<file path="config.mk">
export PLATFORM = sky130hd
export DESIGN_NAME = cbss_top
export DESIGN_NICKNAME = d
export VERILOG_FILES = /design/src/design/cbss_pkg.sv /design/src/design/cbss_coef_mem.sv /design/src/design/cbss_top.sv
export VERILOG_INCLUDE_DIRS = /design/src /design/src/design
export SDC_FILE = /design/constraint.sdc
export NUM_CORES = 2
export LEC_CHECK = 0
export BUFFER_PORTS_ARGS = -buffer_cell sky130_fd_sc_hd__buf_2
export CAP_MARGIN = 40
export CORE_MARGIN = 2
export CORE_UTILIZATION = 55
export DETAILED_ROUTE_END_ITERATION = 16
export GPL_ROUTABILITY_DRIVEN = 0
export PLACE_DENSITY_LB_ADDON = 0.3
export SYNTH_ARGS = -nofsm -noshare
export SYNTH_HDL_FRONTEND = slang
export SYNTH_SLANG_ARGS = --single-unit
</file>
<file path="constraint.sdc">
create_clock -name i_clock -period 11.7 [get_ports i_clock]
set_clock_uncertainty 0.1 [all_clocks]
set_input_delay 1.17 -clock i_clock [delete_from_list [all_inputs] [get_ports i_clock]]
set_output_delay 1.17 -clock i_clock [all_outputs]
set_load 0.005 [all_outputs]
</file>
<file path="src/design/cbss_consts.svh">
// Register offsets, reset values, codes and timing counts of the coefficient bank sequencer.
`ifndef CBSS_CONSTS_SVH
`define CBSS_CONSTS_SVH

// ----------------------------------------------------------------------------
// Register indices (byte address is four times the index)
// ----------------------------------------------------------------------------
`define CBSS_IDX_SYSCTL2 8'h05
`define CBSS_IDX_RAMP 8'h1A
`define CBSS_IDX_TRIM 8'h1B
`define CBSS_IDX_BANKMODE 8'h50
`define CBSS_IDX_STATUS 8'h60

// ----------------------------------------------------------------------------
// Bankable coefficient locations
// ----------------------------------------------------------------------------
`define CBSS_BK_A_LO 8'h29
`define CBSS_BK_A_HI 8'h36
`define CBSS_BK_B_LO 8'h3A
`define CBSS_BK_B_HI 8'h3F
`define CBSS_BK_C 8'h59
`define CBSS_BK_D 8'h5D
`define CBSS_SLOT_B 5'h0E
`define CBSS_SLOT_C 5'h14
`define CBSS_SLOT_D 5'h15
`define CBSS_SLOTS 22
`define CBSS_BANKS 3
`define CBSS_COEF_W 26

// ----------------------------------------------------------------------------
// Fields, codes and reset values
// ----------------------------------------------------------------------------
`define CBSS_SHUTDOWN_BIT 6
`define CBSS_SYSCTL2_RST 8'h40
`define CBSS_RAMP_RST 5'h00
`define CBSS_TRIM_RST 8'h00
`define CBSS_MODE_DIS 3'h0
`define CBSS_MODE_UPD1 3'h1
`define CBSS_MODE_UPD3 3'h3
`define CBSS_MODE_AUTO 3'h4
`define CBSS_RATE_32K 2'h0
`define CBSS_RATE_OTHER 2'h3

// ----------------------------------------------------------------------------
// Timing
// ----------------------------------------------------------------------------
`define CBSS_CLK_HZ 20000000
`define CBSS_SETTLE_MS 240
`define CBSS_SETTLE_CYC (`CBSS_SETTLE_MS * (`CBSS_CLK_HZ / 1000))
`define CBSS_RAMP_STEP_NS 2062500
`define CBSS_RAMP_STEP_CYC ((`CBSS_RAMP_STEP_NS * (`CBSS_CLK_HZ / 1000000)) / 1000)

`endif

</file>
<file path="src/design/cbss_pkg.sv">
// Types shared by the coefficient bank sequencer.
`default_nettype none
package cbss_pkg;

	typedef logic signed [25:0] cbss_coef_t;

	typedef enum logic [2:0] {
		CBSS_BUS_IDLE = 3'b001,
		CBSS_BUS_PREP = 3'b010,
		CBSS_BUS_ANS = 3'b100
	} cbss_bus_state_t;

	typedef enum logic [1:0] {
		CBSS_CP_IDLE = 2'b01,
		CBSS_CP_RUN = 2'b10
	} cbss_copy_state_t;

	typedef struct packed {
		logic rd;
		logic wr;
		logic [7:0] idx;
		logic [31:0] wdata;
	} cbss_req_t;

	typedef struct packed {
		logic hit;
		logic [4:0] slot;
	} cbss_slot_t;

endpackage : cbss_pkg
`default_nettype wire

</file>
<file path="src/design/cbss_coef_mem.sv">
// Stored coefficient banks: simple dual-port memory with registered read data.
`default_nettype none
module cbss_coef_mem #(
	parameter int WIDTH = 26,
	parameter int DEPTH = 66,
	parameter int ADDR_W = $clog2(DEPTH)
) (
	input wire logic i_clock,
	input wire logic i_rst_n,
	input wire logic i_wr_en,
	input wire logic [ADDR_W-1:0] i_wr_addr,
	input wire logic [WIDTH-1:0] i_wr_data,
	input wire logic [ADDR_W-1:0] i_rd_addr,
	output logic [WIDTH-1:0] o_rd_data
);

	logic [WIDTH-1:0] mem_reg [DEPTH];

	if (DEPTH < 2 || WIDTH < 1 || (1 << ADDR_W) < DEPTH) begin : g_bad_cfg
		$error("cbss_coef_mem: unusable width or depth");
	end

	// The array has no reset so that it maps onto block RAM.
	always_ff @(posedge i_clock) begin
		if (i_wr_en) begin
			mem_reg[i_wr_addr] <= i_wr_data;
		end
	end

	always_ff @(posedge i_clock or negedge i_rst_n) begin
		if (!i_rst_n) begin
			o_rd_data <= '0;
		end else begin
			o_rd_data <= mem_reg[i_rd_addr];
		end
	end

endmodule : cbss_coef_mem
`default_nettype wire

</file>
<file path="src/design/cbss_top.sv">
// Coefficient bank switching and shutdown sequencing behind an Avalon-MM slave.
`include "cbss_consts.svh"
`default_nettype none
// Operation
// three banks, default mapping by sample rate
// only bankable locations are banked
// mode 000 resets, writes act immediately
// disabled mode ignores later rate changes
// codes 001-011 route writes into banks
// code 100 loads bank per detected rate
// host loads all banks before auto
// bank writes leave active coefficients untouched
// gains are 26-bit signed 3.23 values
// top bit set means negative
// gains travel as 32-bit words, upper ignored
// host holds reset, then waits 13.5 ms
// host trims oscillator, waits 50 ms
// host limits normal-operation actions
// shutdown changes held until settle time
// host enters shutdown writing 0x40
// shutdown idle needs no stable clocks
// host leaves shutdown writing 0x00
// host waits start ramp after exit
// power-down via shutdown or pin low
// inputs low after reset held 2 us
// five-bit field sets start/stop ramp
module cbss_top #(
	parameter int SETTLE_CYCLES = `CBSS_SETTLE_CYC,
	parameter int RAMP_STEP_CYCLES = `CBSS_RAMP_STEP_CYC
) (
	input wire logic i_clock,
	input wire logic i_rst_n,
	input wire logic [9:0] i_avs_address,
	input wire logic i_avs_read,
	input wire logic i_avs_write,
	input wire logic [31:0] i_avs_writedata,
	output logic [31:0] o_avs_readdata,
	output logic o_avs_waitrequest,
	input wire logic [1:0] i_rate_code,
	input wire logic [4:0] i_coef_rd_slot,
	output cbss_pkg::cbss_coef_t o_coef_rd_data,
	output logic o_shutdown,
	output logic [4:0] o_ramp_period,
	output logic [1:0] o_active_bank,
	output logic o_settled
);
	localparam int SLOTS = `CBSS_SLOTS;
	localparam int DEPTH = `CBSS_BANKS * `CBSS_SLOTS;
	if (SETTLE_CYCLES < 1 || RAMP_STEP_CYCLES < 1 || RAMP_STEP_CYCLES > 1000000) begin : g_bad
		$error("cbss_top: settle or ramp step count out of range");
	end

	// ------------------------------------------------------------------------
	// Helpers
	// ------------------------------------------------------------------------
	function automatic cbss_pkg::cbss_slot_t slot_of(input logic [7:0] idx);
		cbss_pkg::cbss_slot_t s;
		s = '0;
		if (idx >= `CBSS_BK_A_LO && idx <= `CBSS_BK_A_HI) begin
			s.hit = 1'b1;
			s.slot = 5'(idx - `CBSS_BK_A_LO);
		end else if (idx >= `CBSS_BK_B_LO && idx <= `CBSS_BK_B_HI) begin
			s.hit = 1'b1;
			s.slot = 5'(idx - `CBSS_BK_B_LO) + `CBSS_SLOT_B;
		end else if (idx == `CBSS_BK_C) begin
			s.hit = 1'b1;
			s.slot = `CBSS_SLOT_C;
		end else if (idx == `CBSS_BK_D) begin
			s.hit = 1'b1;
			s.slot = `CBSS_SLOT_D;
		end
		return s;
	endfunction : slot_of
	function automatic logic [1:0] bank_of_rate(input logic [1:0] rate);
		if (rate == `CBSS_RATE_32K) begin
			return 2'h0;
		end else if (rate == `CBSS_RATE_OTHER) begin
			return 2'h2;
		end
		return 2'h1;
	endfunction : bank_of_rate
	function automatic logic [6:0] mem_addr(input logic [1:0] bank, input logic [4:0] slot);
		return 7'({5'h00, bank} * 7'd22) + {2'h0, slot};
	endfunction : mem_addr
	// Bits above the coefficient width read back as zero.
	function automatic logic [31:0] coef_word(input cbss_pkg::cbss_coef_t c);
		return {6'h00, c};
	endfunction : coef_word

	// ------------------------------------------------------------------------
	// State
	// ------------------------------------------------------------------------
	cbss_pkg::cbss_bus_state_t bus_st_reg;
	cbss_pkg::cbss_copy_state_t cp_st_reg;
	cbss_pkg::cbss_req_t req;
	cbss_pkg::cbss_slot_t req_slot;
	cbss_pkg::cbss_coef_t [SLOTS-1:0] active_reg;
	cbss_pkg::cbss_coef_t mem_rdata;
	logic [2:0] mode_reg;
	logic [7:0] sysctl2_reg, trim_reg;
	logic [4:0] cp_cnt_reg;
	logic [31:0] settle_cnt_reg, settle_total, rb_next;
	logic [1:0] upd_bank;
	logic stale_reg, armed_reg, upd_mode, bus_start, take, take_wr, auto_need, cp_start, mem_we;
	logic [6:0] mem_raddr;

	assign req = '{rd: i_avs_read, wr: i_avs_write, idx: i_avs_address[9:2],
		wdata: i_avs_writedata};
	assign req_slot = slot_of(req.idx);
	assign upd_mode = mode_reg >= `CBSS_MODE_UPD1 && mode_reg <= `CBSS_MODE_UPD3;
	assign upd_bank = mode_reg[1:0] - 2'h1;
	assign take = bus_st_reg == cbss_pkg::CBSS_BUS_ANS && (req.rd || req.wr);
	assign take_wr = take && req.wr;

	// ------------------------------------------------------------------------
	// Bank copy engine
	// ------------------------------------------------------------------------
	// Rate changes in shutdown are ignored; the reload waits for the exit.
	assign auto_need = mode_reg == `CBSS_MODE_AUTO && !o_shutdown &&
		(stale_reg || bank_of_rate(i_rate_code) != o_active_bank);
	assign cp_start = cp_st_reg == cbss_pkg::CBSS_CP_IDLE &&
		bus_st_reg == cbss_pkg::CBSS_BUS_IDLE && auto_need;
	always_ff @(posedge i_clock or negedge i_rst_n) begin
		if (!i_rst_n) begin
			cp_st_reg <= cbss_pkg::CBSS_CP_IDLE;
			cp_cnt_reg <= 5'h00;
			stale_reg <= 1'b0;
			o_active_bank <= 2'h0;
		end else begin
			if (take_wr && req.idx == `CBSS_IDX_BANKMODE &&
				req.wdata[2:0] == `CBSS_MODE_AUTO) begin
				stale_reg <= 1'b1;
			end else if (cp_start) begin
				stale_reg <= 1'b0;
			end
			unique case (cp_st_reg)
				cbss_pkg::CBSS_CP_IDLE: begin
					if (cp_start) begin
						cp_st_reg <= cbss_pkg::CBSS_CP_RUN;
						cp_cnt_reg <= 5'h00;
						o_active_bank <= bank_of_rate(i_rate_code);
					end
				end
				cbss_pkg::CBSS_CP_RUN: begin
					if (cp_cnt_reg == 5'(SLOTS)) begin
						cp_st_reg <= cbss_pkg::CBSS_CP_IDLE;
					end else begin
						cp_cnt_reg <= cp_cnt_reg + 5'h01;
					end
				end
			endcase
		end
	end

	// ------------------------------------------------------------------------
	// Stored banks
	// ------------------------------------------------------------------------
	assign mem_we = take_wr && req_slot.hit && upd_mode;
	assign mem_raddr = cp_st_reg == cbss_pkg::CBSS_CP_RUN ?
		mem_addr(o_active_bank, cp_cnt_reg) : mem_addr(upd_bank, req_slot.slot);
	cbss_coef_mem #(
		.WIDTH(`CBSS_COEF_W),
		.DEPTH(DEPTH),
		.ADDR_W(7)
	) u_mem (
		.i_clock(i_clock),
		.i_rst_n(i_rst_n),
		.i_wr_en(mem_we),
		.i_wr_addr(mem_addr(upd_bank, req_slot.slot)),
		.i_wr_data(req.wdata[25:0]),
		.i_rd_addr(mem_raddr),
		.o_rd_data(mem_rdata)
	);

	// ------------------------------------------------------------------------
	// Active coefficients
	// ------------------------------------------------------------------------
	// A bank write never lands here; only the copy engine brings it across.
	always_ff @(posedge i_clock or negedge i_rst_n) begin
		if (!i_rst_n) begin
			active_reg <= '0;
		end else if (cp_st_reg == cbss_pkg::CBSS_CP_RUN && cp_cnt_reg != 5'h00) begin
			active_reg[cp_cnt_reg - 5'h01] <= mem_rdata;
		end else if (take_wr && req_slot.hit && !upd_mode) begin
			active_reg[req_slot.slot] <= req.wdata[25:0];
		end
	end

	// Signed type carries the sign in bit 25 to the audio path.
	always_ff @(posedge i_clock or negedge i_rst_n) begin
		if (!i_rst_n) begin
			o_coef_rd_data <= '0;
		end else if (i_coef_rd_slot < 5'(SLOTS)) begin
			o_coef_rd_data <= active_reg[i_coef_rd_slot];
		end else begin
			o_coef_rd_data <= '0;
		end
	end

	// ------------------------------------------------------------------------
	// Control registers
	// ------------------------------------------------------------------------
	always_ff @(posedge i_clock or negedge i_rst_n) begin
		if (!i_rst_n) begin
			mode_reg <= `CBSS_MODE_DIS;
			sysctl2_reg <= `CBSS_SYSCTL2_RST;
			trim_reg <= `CBSS_TRIM_RST;
			o_ramp_period <= `CBSS_RAMP_RST;
		end else if (take_wr) begin
			unique case (req.idx)
				`CBSS_IDX_BANKMODE: mode_reg <= req.wdata[2:0];
				`CBSS_IDX_SYSCTL2: sysctl2_reg <= req.wdata[7:0];
				`CBSS_IDX_TRIM: trim_reg <= req.wdata[7:0];
				`CBSS_IDX_RAMP: o_ramp_period <= req.wdata[4:0];
				default: ;
			endcase
		end
	end

	// ------------------------------------------------------------------------
	// Settle timer after trim
	// ------------------------------------------------------------------------
	// The wait covers the fixed settle time plus 1.3 start ramps.
	assign settle_total = 32'(SETTLE_CYCLES) +
		(32'(o_ramp_period) * 32'(RAMP_STEP_CYCLES) * 32'd13) / 32'd10;
	always_ff @(posedge i_clock or negedge i_rst_n) begin
		if (!i_rst_n) begin
			settle_cnt_reg <= 32'h0000_0000;
			armed_reg <= 1'b0;
			o_settled <= 1'b0;
		end else if (take_wr && req.idx == `CBSS_IDX_TRIM) begin
			settle_cnt_reg <= settle_total;
			armed_reg <= 1'b1;
			o_settled <= 1'b0;
		end else begin
			if (settle_cnt_reg != 32'h0000_0000) begin
				settle_cnt_reg <= settle_cnt_reg - 32'h0000_0001;
			end
			o_settled <= armed_reg && settle_cnt_reg == 32'h0000_0000;
		end
	end
	// A shutdown request written early is held and served once settled.
	always_ff @(posedge i_clock or negedge i_rst_n) begin
		if (!i_rst_n) begin
			o_shutdown <= 1'b1;
		end else if (o_settled) begin
			o_shutdown <= sysctl2_reg[`CBSS_SHUTDOWN_BIT];
		end
	end

	// ------------------------------------------------------------------------
	// Avalon-MM slave
	// ------------------------------------------------------------------------
	assign bus_start = (req.rd || req.wr) && bus_st_reg == cbss_pkg::CBSS_BUS_IDLE &&
		cp_st_reg == cbss_pkg::CBSS_CP_IDLE && !cp_start;
	always_comb begin
		rb_next = 32'h0000_0000;
		if (req_slot.hit) begin
			rb_next = upd_mode ? coef_word(mem_rdata) : coef_word(active_reg[req_slot.slot]);
		end else begin
			unique case (req.idx)
				`CBSS_IDX_BANKMODE: rb_next = {29'h0000_0000, mode_reg};
				`CBSS_IDX_SYSCTL2: rb_next = {24'h00_0000, sysctl2_reg};
				`CBSS_IDX_TRIM: rb_next = {24'h00_0000, trim_reg};
				`CBSS_IDX_RAMP: rb_next = {27'h000_0000, o_ramp_period};
				`CBSS_IDX_STATUS: rb_next = {25'h000_0000, o_settled, o_shutdown,
					cp_st_reg == cbss_pkg::CBSS_CP_RUN, o_active_bank, i_rate_code};
				default: rb_next = 32'h0000_0000;
			endcase
		end
	end
	always_ff @(posedge i_clock or negedge i_rst_n) begin
		if (!i_rst_n) begin
			bus_st_reg <= cbss_pkg::CBSS_BUS_IDLE;
			o_avs_waitrequest <= 1'b1;
			o_avs_readdata <= 32'h0000_0000;
		end else begin
			unique case (bus_st_reg)
				cbss_pkg::CBSS_BUS_IDLE: begin
					if (bus_start) begin
						bus_st_reg <= cbss_pkg::CBSS_BUS_PREP;
					end
				end
				cbss_pkg::CBSS_BUS_PREP: begin
					bus_st_reg <= cbss_pkg::CBSS_BUS_ANS;
					o_avs_waitrequest <= 1'b0;
					o_avs_readdata <= req.rd ? rb_next : 32'h0000_0000;
				end
				cbss_pkg::CBSS_BUS_ANS: begin
					bus_st_reg <= cbss_pkg::CBSS_BUS_IDLE;
					o_avs_waitrequest <= 1'b1;
				end
			endcase
		end
	end
endmodule : cbss_top
`default_nettype wire

</file>
==> results.toml <==
[setup_path]
crit_slowest_cell = "or4_4"
setup.worst_path.class = "reg2reg"
start_kind = "register"
worst_path_most_repeated_cell = "buf_4"
worst_setup_path_end_kind = "register"
required_ns = 12.37
path_delay_family = "compound AO/OA/AOI/OAI gates"
path_max_fanout = 6
critPathMaxStageDelay_ns = 0.58
reg2reg_depth = 52
cp_num_buf_inv = 8
arrival_ns = 12.54
cp.depth = 52

[clock_network]
cts.reportedPaths.clkPinSlew_ns = 0.06
cts_root_buf = "clkbuf_16"
cts_buffers = 236
clock_sinks = 2439
clk_path_buf_depth = 3
tritoncts = "built"
htreeDepth = 4
clock_latency_ns = 0.93

[final_layout]
largest_register_ffs = 1716
drive_gt1_share_pct = 13.5
fin_util_pct = 62.8
register_area_sq_mm = 0.0696
multi_input_comb_area_sq_mm = 0.0444
num-nets-final = 11000
fillers = 15900
stdcell_area_sq_mm = 0.132
areaGrowthSynthToFinish_pct = 13.3

[detailed_routing]
ant_nets = 0
drt-total-wl_microns = 382000
drt-pass1-iter-count = 10
via_per_inst = 6.80
drc = 0
vias = 94200
wire_per_inst_microns = 27.6
drt_iter0_markers = 15200

[sta]
period_share_pct = 101
timing.final.max_slew_violations = 0
relSlewSlack_pct = 24.6
period_minus_slack_ns = 11.87
layout_setup_ws_ns = -0.169
hold_viol_final = 0
worst-slew-pin-transition_ns = 1.13
timing.fmax_mhz = 84.3
setup_viol = 2
rsz0062_at_grt = "yes"

[synth]
synthArstFlopShare_pct = 29.6
synth_cell_types = 113
synth_xor_area_share_pct = 0.805
synth_compound_area_share_pct = 14.0
synth_area_sq_mm = 0.116
synth_top_area_share_pct = 44.3
synth_edf_count = 1716
yosysSeqAreaShare_pct = 59.8
synthAdderAreaFrac_pct = 1.36
synth_warnings = 0
synth.ff_latch_count = 2439
syn_area_per_cell_sq_um = 10.6
synth_top_family_by_area = "simple AND/OR/NAND/NOR gates"
synth_flop_cell = "edfxtp_1"
synth.most_common_cell = "nand2_1"
ys_top_cells_by_area = "edfxtp_1 44%, dfrtp_1 15%, nand2_1 8.2%"
yosys-top-cells-count = "2,543 x nand2_1, 1,716 x edfxtp_1, 812 x clkbuf_1"
synth_top_cell_by_area = "edfxtp_1"
syn_inst = 10900
yosys.area_share.simple_pct = 16.6
muxShareOfSynthArea_pct = 3.76

[place]
dp_hpwl_microns = 227000
dpl_cell_area_sq_mm = 0.123
port_buffers = 106

[global_route]
grt_use_total_pct = 34.3
gr-total-overflow = 0
grt_start_max_net_pins = 184
antenna_found_initial = 15
grt_pass1_vias = 89400
grt_pass1_wl_microns = 562000

[power_and_ir_drop]
power_density_mw_per_mm2 = 173
power.total_mw = 22.9
leakage_nw = 47.9
peakVddDrop_mv = 0.175

[floorplanning]
dieArea_sq_mm = 0.215
die_h_microns = 464
start_util_pct = 55.4
core_sq_mm = 0.210
die_w_microns = 464
io_pins = 121
core.rowCount = 168

[flow_run]
drv_cap = 0

[outcome]
violations = "setup timing"
outcome = "complete, but fails checks"

[worst_hold_path]
worstHoldPathType = "in2async"
-- kinds of logic after synthesis --
| logic type | after synthesis |
|---|---|
| xor gates and xnor gates | 107 |
| and+or+nand+nor | 4536 |
| DFF | 2439 |
| muxes | 235 |
| other | 1 |
| AOI/OAI and AO/OA | 2420 |
| buffers and inverters | 1077 |
| adders and majority gates | 117 |
-- layout make-up --
type / count / share of cell area, %
tap: 2805 / 2.66
sequential: 2439 / 52.8
antenna: 6 / 0.0114
timing repair buffer: 610 / 4.64
clock buffer: 299 / 4.72
multi-input combinational: 7421 / 33.7
clock inverter: 136 / 1.14
inverter: 121 / 0.349
-- metal layers --
metal	up-vias	wire length [microns]	track usage (%)
met3	1546	50300	9.31
met4	14	25300	19.4
met5	-	311	0
met2	7119	172000	52.3
met1	45600	135000	44.5
li1	39800	-	-
-- final timing paths --
| path | from | to | slack (ns) |
|---|---|---|---|
| worst max register to register | o_ramp_period[0] | settle_cnt_reg[0] | -0.17 |
| min in group i_clock | o_avs_readdata[7] | o_avs_readdata[7] | 0.36 |
| worst min-delay path | i_rst_n | active_reg[507] | 0.26 |
| max in group asynchronous | i_rst_n | active_reg[122] | 8.88 |
| worst max-delay path | o_ramp_period[0] | settle_cnt_reg[0] | -0.17 |
| worst min register to register | o_avs_readdata[7] | o_avs_readdata[7] | 0.36 |
-- cell usage in the layout, fill, tap and decap left out, types with 60 or more instances in the layout --
master and n:
a211oi_1 101, a21oi_1 719, a22oi_1 603, a311oi_1 314, a31oi_1 254, and2_1 60, and3_1 282, buf_2 112
buf_4 353, clkbuf_16 236, dfrtp_1 717, edfxtp_1 1716, ha_1 82, inv_1 114, mux4_2 156, nand2_1 2534
nand3_1 605, nor2_1 700, o21ai_0 105, o22ai_1 68
-- what timing repair did --
action                                  4_1_cts  5_1_grt
endpoints found under the setup margin        2        5
gates resized for setup                      46      123
hold buffers                                  0        0
pin swaps                                    17       80
gates cloned                                  1        1
setup buffers                                21       48
-- stage by stage --
step | setup TNS [ns] | setup slack [ns] | hold WS [ns] | cells
after floorplan | 0 | 0.263 | 0.331 | 10900
after global placement | -0.0626 | -0.0626 | 0.348 | 13200
after detailed placement | -0.825 | -0.445 | 0.352 | 13300
after CTS | 0 | 0.000249 | 0.291 | 13800
after global routing | -1.15 | -0.554 | 0.330 | 13800
final | -0.227 | -0.169 | 0.262 | 13800
-- power breakdown --
part	leakage [nW]	total, mW	internal [mW]	switching, mW
combinational	20.4	4.52	1.92	2.59
clock	3.75	7.67	4.24	3.43
sequential	23.7	10.7	10.0	0.638
total	47.9	22.9	16.2	6.66
Note: power is estimated with default switching activity, not from simulation.
